<file path="src/rtl/sls_pkg.sv">
// shared constants for the link sync control and status block
package sls_pkg;

   // ------------------------------------------------------------
   // register map (8-bit registers, 12-bit address)
   // ------------------------------------------------------------
   localparam int         ADDR_W          = 12;
   localparam int         DATA_W          = 8;
   localparam logic [11:0] ADDR_LINK_PAGE  = 12'h300;
   localparam logic [11:0] ADDR_LANE_SYNC  = 12'h473;
   localparam logic [11:0] ADDR_RX_CTRL    = 12'h475;
   localparam logic [11:0] ADDR_IRQ_STATUS = 12'h4f0;
   localparam logic [11:0] ADDR_IRQ_ENABLE = 12'h4f1;
   localparam logic [11:0] ADDR_IRQ_CLEAR  = 12'h4f2;

   // ------------------------------------------------------------
   // link_receiver_control fields and register reset values
   // ------------------------------------------------------------
   localparam int         CTRL_SOFT_RESET_BIT = 3;
   localparam int         CTRL_FORCE_SYNC_BIT = 2;
   localparam int         CTRL_REPLACE_EN_BIT = 0;
   localparam logic [7:0] CTRL_RESET_VAL      = 8'h01;
   localparam logic [7:0] CTRL_WRITE_MASK     = 8'h0d;
   localparam logic [7:0] LANE_SYNC_RESET_VAL = 8'h00;
   localparam logic [7:0] LINK_PAGE_RESET_VAL = 8'h00;
   localparam logic [7:0] IRQ_RESET_VAL       = 8'h00;

   // ------------------------------------------------------------
   // interrupt layout: low nibble sync lost, high nibble achieved
   // ------------------------------------------------------------
   localparam int         IRQ_LOST_BASE     = 0;
   localparam int         IRQ_ACHIEVED_BASE = 4;
   localparam int         MAX_LINKS         = 4;

endpackage : sls_pkg

</file>
<file path="src/rtl/sls_link_regs.sv">
// per-link control register, lane sync flags and link-side outputs
`timescale 1ns/1ps
module sls_link_regs
   import sls_pkg::*;
#(
   parameter int NUM_LANES = 8
)
(
   // clock and reset
   input  wire logic                 sys_clk,
   input  wire logic                 rst,
   // register access for this link
   input  wire logic                 ctrl_wr,
   input  wire logic [DATA_W-1:0]    wdata,
   output logic      [DATA_W-1:0]    ctrl_q,
   output logic      [NUM_LANES-1:0] lane_flags_q,
   // receiver side
   input  wire logic [NUM_LANES-1:0] lane_sync_in,
   input  wire logic                 own_sync_req,
   output logic                      soft_reset_q,
   output logic                      sync_request_q,
   output logic                      replace_en_q,
   // events
   output logic                      ev_lost_q,
   output logic                      ev_achieved_q
);

   logic [DATA_W-1:0]    ctrl_d;
   logic [NUM_LANES-1:0] lane_flags_d;
   logic                 soft_reset_d;
   logic                 sync_request_d;
   logic                 replace_en_d;
   logic                 ev_lost_d;
   logic                 ev_achieved_d;

   // ------------------------------------------------------------
   // next-state logic
   // ------------------------------------------------------------
   always_comb
   begin
      ctrl_d = ctrl_q;
      if (ctrl_wr)
         ctrl_d = wdata & CTRL_WRITE_MASK;
      soft_reset_d = ctrl_q[CTRL_SOFT_RESET_BIT];
      sync_request_d = ctrl_q[CTRL_FORCE_SYNC_BIT] | own_sync_req;
      replace_en_d = ctrl_q[CTRL_REPLACE_EN_BIT];
      // flags follow lanes, cleared in soft reset
      lane_flags_d = soft_reset_q ? '0 : lane_sync_in;
      // events are suppressed while the receiver is held in reset
      ev_lost_d     = !soft_reset_q && |(lane_flags_q & ~lane_flags_d);
      ev_achieved_d = !soft_reset_q && (&lane_flags_d) && !(&lane_flags_q);
   end

   always_ff @(posedge sys_clk or posedge rst)
   begin
      if (rst)
      begin
         ctrl_q         <= CTRL_RESET_VAL;
         lane_flags_q   <= NUM_LANES'(LANE_SYNC_RESET_VAL);
         soft_reset_q   <= 1'b0;
         sync_request_q <= 1'b0;
         replace_en_q   <= CTRL_RESET_VAL[CTRL_REPLACE_EN_BIT];
         ev_lost_q      <= 1'b0;
         ev_achieved_q  <= 1'b0;
      end
      else
      begin
         ctrl_q         <= ctrl_d;
         lane_flags_q   <= lane_flags_d;
         soft_reset_q   <= soft_reset_d;
         sync_request_q <= sync_request_d;
         replace_en_q   <= replace_en_d;
         ev_lost_q      <= ev_lost_d;
         ev_achieved_q  <= ev_achieved_d;
      end
   end
endmodule : sls_link_regs

</file>
<file path="src/rtl/sls_top.sv">
// link sync control and status: paged registers and interrupt
// ------------------------------------------------------------
// ------------------------------------------------------------
`timescale 1ns/1ps
module sls_top
   import sls_pkg::*;
#(
   parameter int NUM_LINKS = 2,
   parameter int NUM_LANES = 8
)
(
   // clock and reset
   input  wire logic                           sys_clk,
   input  wire logic                           rst,
   // register port
   input  wire logic [ADDR_W-1:0]              reg_addr,
   input  wire logic [DATA_W-1:0]              reg_wdata,
   input  wire logic                           reg_wr,
   input  wire logic                           reg_rd,
   output logic      [DATA_W-1:0]              reg_rdata,
   // receiver status in, one lane group per link
   input  wire logic [NUM_LINKS*NUM_LANES-1:0] lane_sync_in,
   input  wire logic [NUM_LINKS-1:0]           rx_sync_req_in,
   // receiver controls out
   output logic      [NUM_LINKS-1:0]           rx_soft_reset,
   output logic      [NUM_LINKS-1:0]           sync_request,
   output logic      [NUM_LINKS-1:0]           errored_frame_replace_en,
   // interrupt
   output logic                                irq
);

   // ------------------------------------------------------------
   // page decode
   // ------------------------------------------------------------
   function automatic logic page_valid(input logic [DATA_W-1:0] page);
      page_valid = (int'(page) < NUM_LINKS);
   endfunction : page_valid

   logic [DATA_W-1:0]    link_page_q;
   logic [DATA_W-1:0]    link_page_d;
   logic [DATA_W-1:0]    link_ctrl   [NUM_LINKS];
   logic [NUM_LANES-1:0] link_flags  [NUM_LINKS];
   logic [NUM_LINKS-1:0] ctrl_wr_sel;
   logic [DATA_W-1:0]    events;
   logic [DATA_W-1:0]    irq_status_q;
   logic [DATA_W-1:0]    irq_status_d;
   logic [DATA_W-1:0]    irq_enable_q;
   logic [DATA_W-1:0]    irq_enable_d;
   logic                 irq_d;
   logic [DATA_W-1:0]    rdata_d;
   logic [DATA_W-1:0]    sel_ctrl;
   logic [DATA_W-1:0]    sel_flags;

   // ------------------------------------------------------------
   // per-link instances
   // ------------------------------------------------------------
   genvar gi;
   generate
      for (gi = 0; gi < NUM_LINKS; gi++)
      begin : g_link
         // write reaches only the paged link
         assign ctrl_wr_sel[gi] = reg_wr && (reg_addr == ADDR_RX_CTRL)
                                  && (int'(link_page_q) == gi);
         sls_link_regs #(
            .NUM_LANES (NUM_LANES)
         ) u_link (
            .sys_clk        (sys_clk),
            .rst            (rst),
            .ctrl_wr        (ctrl_wr_sel[gi]),
            .wdata          (reg_wdata),
            .ctrl_q         (link_ctrl[gi]),
            .lane_flags_q   (link_flags[gi]),
            .lane_sync_in   (lane_sync_in[gi*NUM_LANES +: NUM_LANES]),
            .own_sync_req   (rx_sync_req_in[gi]),
            .soft_reset_q   (rx_soft_reset[gi]),
            .sync_request_q (sync_request[gi]),
            .replace_en_q   (errored_frame_replace_en[gi]),
            .ev_lost_q      (events[IRQ_LOST_BASE + gi]),
            .ev_achieved_q  (events[IRQ_ACHIEVED_BASE + gi])
         );
      end
      for (gi = NUM_LINKS; gi < MAX_LINKS; gi++)
      begin : g_unused
         assign events[IRQ_LOST_BASE + gi]     = 1'b0;
         assign events[IRQ_ACHIEVED_BASE + gi] = 1'b0;
      end
   endgenerate

   // ------------------------------------------------------------
   // paged read select
   // ------------------------------------------------------------
   always_comb
   begin
      sel_ctrl  = '0;
      sel_flags = '0;
      for (int i = 0; i < NUM_LINKS; i++)
      begin
         if (int'(link_page_q) == i)
         begin
            // all eight lanes, six and seven on top
            sel_ctrl  = link_ctrl[i];
            sel_flags = DATA_W'(link_flags[i]);
         end
      end
   end

   // ------------------------------------------------------------
   // register and interrupt next state
   // ------------------------------------------------------------
   always_comb
   begin
      link_page_d  = link_page_q;
      irq_enable_d = irq_enable_q;
      irq_status_d = irq_status_q;
      rdata_d      = '0;
      if (reg_wr && reg_addr == ADDR_LINK_PAGE)
         link_page_d = reg_wdata;
      if (reg_wr && reg_addr == ADDR_IRQ_ENABLE)
         irq_enable_d = reg_wdata;
      // a clear in the same cycle as a new event loses to the event
      if (reg_wr && reg_addr == ADDR_IRQ_CLEAR)
         irq_status_d = irq_status_d & ~reg_wdata;
      irq_status_d = irq_status_d | events;
      irq_d        = |(irq_status_q & irq_enable_q);
      if (reg_rd)
      begin
         unique case (reg_addr)
            ADDR_LINK_PAGE:  rdata_d = link_page_q;
            ADDR_LANE_SYNC:  rdata_d = page_valid(link_page_q) ?
                                       sel_flags : '0;
            // reserved bits are zero in storage
            ADDR_RX_CTRL:    rdata_d = page_valid(link_page_q) ?
                                       sel_ctrl : '0;
            ADDR_IRQ_STATUS: rdata_d = irq_status_q;
            ADDR_IRQ_ENABLE: rdata_d = irq_enable_q;
            default:         rdata_d = '0;
         endcase
      end
   end

   always_ff @(posedge sys_clk or posedge rst)
   begin
      if (rst)
      begin
         link_page_q  <= LINK_PAGE_RESET_VAL;
         irq_enable_q <= IRQ_RESET_VAL;
         irq_status_q <= IRQ_RESET_VAL;
         irq          <= 1'b0;
         reg_rdata    <= '0;
      end
      else
      begin
         link_page_q  <= link_page_d;
         irq_enable_q <= irq_enable_d;
         irq_status_q <= irq_status_d;
         irq          <= irq_d;
         reg_rdata    <= rdata_d;
      end
   end
endmodule : sls_top

</file>
<file path="config.mk">
export PLATFORM = sky130hd
export DESIGN_NAME = sls_top
export DESIGN_NICKNAME = d
export VERILOG_FILES = /design/src/rtl/sls_pkg.sv /design/src/rtl/sls_link_regs.sv /design/src/rtl/sls_top.sv
export SDC_FILE = /design/constraint.sdc
export NUM_CORES = 1
export LEC_CHECK = 0
export BUFFER_PORTS_ARGS = -buffer_cell sky130_fd_sc_hd__buf_2
export CAP_MARGIN = 40
export CORE_MARGIN = 2
export CORE_UTILIZATION = 25
export DETAILED_ROUTE_END_ITERATION = 10
export PLACE_DENSITY_LB_ADDON = 0.12
export REMOVE_ABC_BUFFERS = 1
export SLEW_MARGIN = 5
export SYNTH_ARGS = -nofsm -noshare
export SYNTH_HDL_FRONTEND = slang
export SYNTH_HIERARCHICAL = 1
export SYNTH_SLANG_ARGS = --single-unit
</file>
<file path="constraint.sdc">
create_clock -name sys_clk -period 2.8 [get_ports sys_clk]
set_input_delay 0.14 -clock sys_clk [delete_from_list [all_inputs] [get_ports sys_clk]]
set_output_delay 0.14 -clock sys_clk [all_outputs]
set_load 0.02 [all_outputs]
</file>
Word-level counts from Yosys, hierarchy flattened:

Index checks and enable logic that the tools add are counted.

* register bits after elaboration: 65
* bits in latches: 0
* memory bits (writable): 0
* ROM bits: 0
* bits of input ports: 42
* output and inout bits: 15
* word-level logic and storage cells: 72
* memories kept: 0

* $add $sub $neg: 0
* multipliers: 0
* divide/modulo/power cells: 0
* magnitude comparators: 1
* eq/ne operators: 7
* shifts and indexed selects: 0
* mux-type cells: 11
* bitwise operators: 10
* reduce and logical (&&, ||, !) cells: 24

Operators with widths (count)
* 8-bit 2-to-1 mux: 9
* 12-bit by 11-bit == test with 1-bit output (second input constant): 5
* 8-bit one-hot mux with 5 select lines: 1
* 8-bit AND: 4
* 8-bit AND reduction: 4
* 8-bit inverter: 3
* 8-bit OR reduction: 3
* 12-bit by 10-bit == test with 1-bit output (second input constant): 1
* 1-bit logical AND: 12
* 8-bit by 2-bit == test with 1-bit output (second input constant): 1
* 8-bit zero test: 1
* 8-bit by 2-bit less-than comparator with 1-bit output (second input constant): 1
* 8-bit by 6-bit OR with 8-bit output: 1
* 1-bit zero test: 4
* 4-bit 2-to-1 mux: 1
* 1-bit OR: 2

Depth between registers and ports, before layout:

* depth after elaboration: 6
* gate-level depth with buffers: 6

Hierarchy:

The synthesis kept the hierarchy.

Modules (own cells, without submodules)
* sls_top: times used 1, cells an instance 154, area an instance 1804.2 um^2
* sls_link_regs: times used 2, cells an instance 54, area an instance 649.4 um^2

Least setup slack after synthesis:

Ideal clock, no wire load.

* path type: register to register
* from: reg link_page_q[1]
* to: reg g_link[0].u_link.ctrl_q[2]
* library setup time: 0.125 ns
* arrival time: 1.680 ns
* data required time: 2.675 ns
* path slack: 0.995 ns
* cell stages (with the launch flop): 5
* path buffers: 0
* cells stage by stage: dfrtp_1 -> nor4_1 -> nand4_1 -> nor4_1 -> mux2_2

* cells in the longest elaborated chain, start to end: 2

RTL lines
* from (decl): line sls_top.sv:39 `logic [DATA_W-1:0] link_page_q;`
* from (signal assigned): line sls_top.sv:153 `link_page_q <= link_page_d;`
* 8-bit zero test: line sls_top.sv:63 `&& (int'(link_page_q) == gi);`
* 1-bit logical AND: line sls_top.sv:63
* named net ctrl_wr_sel[0]: line sls_top.sv:43 `logic [NUM_LINKS-1:0] ctrl_wr_sel;`
* to (signal assigned): line sls_link_regs.sv:68 `ctrl_q <= ctrl_d;`
* to (decl): line sls_link_regs.sv:15 `output logic [DATA_W-1:0] ctrl_q,`

The timed path passes the listed nets, and every way through them passes these cells.
A chain may end at the register's enable or synchronous reset.

Worst setup path after layout:

* from: reg link_page_q[1]
* to: reg g_link[1].u_link.ctrl_q[3]

* cells in the longest elaborated chain, start to end: 2

RTL lines (line)
* 8-bit by 2-bit == test with 1-bit output: sls_top.sv:63
* 1-bit logical AND: sls_top.sv:63
* named net ctrl_wr_sel[1]: sls_top.sv:43
* to (signal assigned): sls_link_regs.sv:68
* to (decl): sls_link_regs.sv:15

The timed path passes the listed nets, and every way through them passes these cells.

==> summary.txt <==
Detailed routing
  • Initial DRC count: 67
  • ANT nets after route: 0
  • Via density: approximately 4.5
  • Routed via count: between 2,000 and 2,500
  • Drt drc: 0
  • WL/cell: 16.5 µm
  • Drt first pass iters: 4
  • WL final: 8200 µm

Timing
  • Worst-margin pin slew: between 600 and 700 ps
  • Max Freq: around 450 MHz
  • Hold slack: ~7.6 ps
  • Fin crit share: 0.785
  • Clock skew: ~5.3 ps
  • Slew Limit Fails: 0
  • Minimum clock period: 2200 ps
  • Relative slew slack: 0.563
  • Total Neg Setup Slack: 0 ps
  • RSZ-0062 raised after global routing: no
  • Final Hold Vio Count: 0
  • Final setup viols: 0

Hold path
  • Hold worst-path end: g_link[0].u_link/sync_request_q
  • Min-Delay Path Class: primary input to flop
  • Worst Hold Launch: rx_sync_req_in[0]
  • Hold-critical path depth: 2

Yosys
  • Seq cells post-synth: 65
  • Synth Warn #: 6
  • Top FF cell, synth: dfrtp_1
  • Yosys top cell by area: dfrtp_1
  • Synth async-reset ratio: 1.00
  • Avg Inst Size Synth: roughly 12 µm²
  • Synth top area share: 0.492
  • Synth cell count leaders: 61 x dfrtp_1, 35 x mux2_2, 17 x a22oi_1
  • Top post-synthesis cells by area: dfrtp_1 49%, mux2_2 13%, a22oi_1 4.1%, dfstp_2 3.4%, buf_4 2.7%
  • Post-synth EDFFs: 0
  • Synthesized area: 3100 µm²
  • Sequential share of the synthesized area: 0.526
  • Synth unique cells: between 40 and 50
  • Most frequent cell after synthesis: dfrtp_1
  • Gate Count Post-Synth: roughly 260

Setup path
  • CP max stage cell: nor4_1
  • Crit path from: link_page_q[1]
  • Crit path depth: 4
  • Critical Path RT: about 3000 ps
  • Startpoint types: flop
  • Largest fanout on the critical path: 4
  • CP top delay family: simple AND/OR/NAND/NOR gates
  • Reg2reg path depth: 4
  • CP max stage delay: about 510 ps
  • Critical path buffers and inverters: 0
  • Crit-path cells: nor4_1 > nand4_1 > nor4_1 > mux2_2
  • CP arrival: roughly 2400 ps
  • Worst setup EP type: flop
  • Reg2reg end: g_link[1].u_link/ctrl_q[3]
  • R2R setup slack: around 600 ps
  • Crit-path most repeated cell: nor4_1
  • R2R Path Start: link_page_q[1]
  • Critical setup path kind: flop to flop

Power
  • Sw frac: 0.236
  • NetSw: roughly 500 µW
  • Max VDD drop: about 270 µV
  • PwrDens: approximately 560 nW/µm²
  • Comb power frac: 0.064
  • Total power: 2.15 mW
  • Clock share of power: 0.480
  • Reg power frac: 0.455
  • Pint: about 1.6 mW
  • Static Leak: 1.77 nW

Floorplanning
  • Die area: 13,300 µm²
  • Die Wd: approximately 120 µm
  • Initial Utilization: 0.257
  • Die height: ~120 µm
  • Core footprint: about 12,000 µm²
  • Io pins: 57
  • Core Rows: 40

Clock tree
  • Worst skew pair latency: roughly 330 ps
  • Clock H-tree levels: 3
  • CTS tree: done
  • Clk buf depth: 2
  • CTS Buf Count: 9
  • Clk sinks: 65
  • Clock slew seen by the registers of the worst setup and hold paths: approximately 50 ps
  • Clk root buf: clkbuf_16

Cells and area
  • FILL cells: 1,236
  • P&R area growth vs syn: 23.0%
  • FF+latch area: between 1500 and 2000 µm²
  • Area occupied by multi-input gates: roughly 1300 µm²
  • Layout Nets: approximately 370
  • N_diodes: 0
  • Share of layout cells above drive strength 1: 0.382
  • Fin cells: 498

Place
  • Placed Instances: 480
  • Final HPWL DP: a little over 6000 µm
  • Count of input and output buffers: 56
  • Routability cong.: approximately 0.78

GRT
  • GR peak layer: met2
  • Met3 Track Usage GR: 0.0356
  • Grt ovf: 0
  • Met2 Use GR: 0.204
  • Pin count of the biggest net entering global routing: 34
  • Initial antenna violation count: 0
  • Number of global-route vias before repair: around 2,400
  • GRT met1 Usage: 0.180
  • First-pass GRT wire length: approximately 13,000 µm
  • Gr usage total: 0.132

Run
  • Max Cap Viol: 0

Status
  • Run status: finished clean
[metal layers]
layer / share of wire / vias up
met2: 0.45 / 50
met3: 0.045 / 11
li1: - / 1072
met4: 0.018 / 0
met1: 0.48 / 1094
met5: 0 / -
[metrics by stage]
stage	area [µm²]	utilization	setup WS, ps
2_1_floorplan	3020	-	995
3_3_place_gp	3520	0.292	614
3_5_place_dp	3520	0.292	637
4_1_cts	3820	0.316	626
5_1_grt	3820	0.316	400
6_report	3820	0.316	601
[sequential cells by signal, summed over array words and instances (netlist names)]
| name | flops |
|---|---|
| irq | 1 |
| g_link.u_link/replace_en_q | 2 |
| irq_enable_q | 8 |
| g_link.u_link/soft_reset_q | 2 |
| reg_rdata | 8 |
| g_link.u_link/ev_achieved_q | 2 |
| irq_status_q | 8 |
| g_link.u_link/lane_flags_q | 16 |
| link_page_q | 8 |
| g_link.u_link/ev_lost_q | 2 |
| g_link.u_link/ctrl_q | 6 |
| g_link.u_link/sync_request_q | 2 |
[worst max path at each step]
stage,end,slack [ps]
5_1_grt,g_link[1].u_link/ctrl_q[3],400
2_1_floorplan,g_link[0].u_link/ctrl_q[2],990
3_3_place_gp,g_link[1].u_link/ctrl_q[2],610
3_5_place_dp,g_link[1].u_link/ctrl_q[3],640
6_report,g_link[1].u_link/ctrl_q[3],600
4_1_cts,g_link[1].u_link/ctrl_q[3],630
[timing repair]
action | CTS | global route
hold buffers | 2 | 0
setup buffers | 0 | 0
hold endpoints to repair | 62 | 0
resized for setup | 0 | 0
[placed cells by master (no fill, tap or decap), types with 4 or more instances in the layout]
| cell type | n |
|---|---|
| a21boi_0 | 4 |
| a21o_1 | 4 |
| a22oi_1 | 17 |
| buf_2 | 56 |
| clkbuf_16 | 9 |
| conb_1 | 10 |
| dfrtp_1 | 61 |
| dfstp_2 | 4 |
| inv_1 | 16 |
| mux2_2 | 35 |
| mux2i_1 | 4 |
| nand2_1 | 10 |
| nand4_1 | 10 |
| nor2_1 | 15 |
| nor2b_1 | 11 |
| nor4_1 | 6 |
[power groups by stage]
stage	clock network [mW]	logic [mW]	registers [mW]
detailed placement	0	0.138	0.994
global placement	0	0.138	0.995
floorplan	0	0.0656	0.990
CTS	1.05	0.141	0.978
finish	1.03	0.138	0.978
global route	1.11	0.156	0.980
[final cells by class]
class,instances,area share
clock buffer,12,0.0646
multi-input combinational,173,0.347
tap,168,0.0551
timing repair buffer,60,0.0826
inverter,16,0.0157
clock inverter,4,0.00754
sequential,65,0.427
[cell families after synthesis]
logic type	after synthesis	synth area share
AND/OR/NAND/NOR	80	0.164
flip-flops	65	0.526
AO/OA/AOI/OAI	44	0.111
multiplexers	39	0.140
buffers and inverters	32	0.0569
other	2	0.00242
[worst register-to-register path, stage by stage (launching register included)]
cell,delay [ps]
dfrtp_1,390
nor4_1,470
nand4_1,320
nor4_1,510
mux2_2,400
No activity file was read; power rests on OpenSTA's default activity.
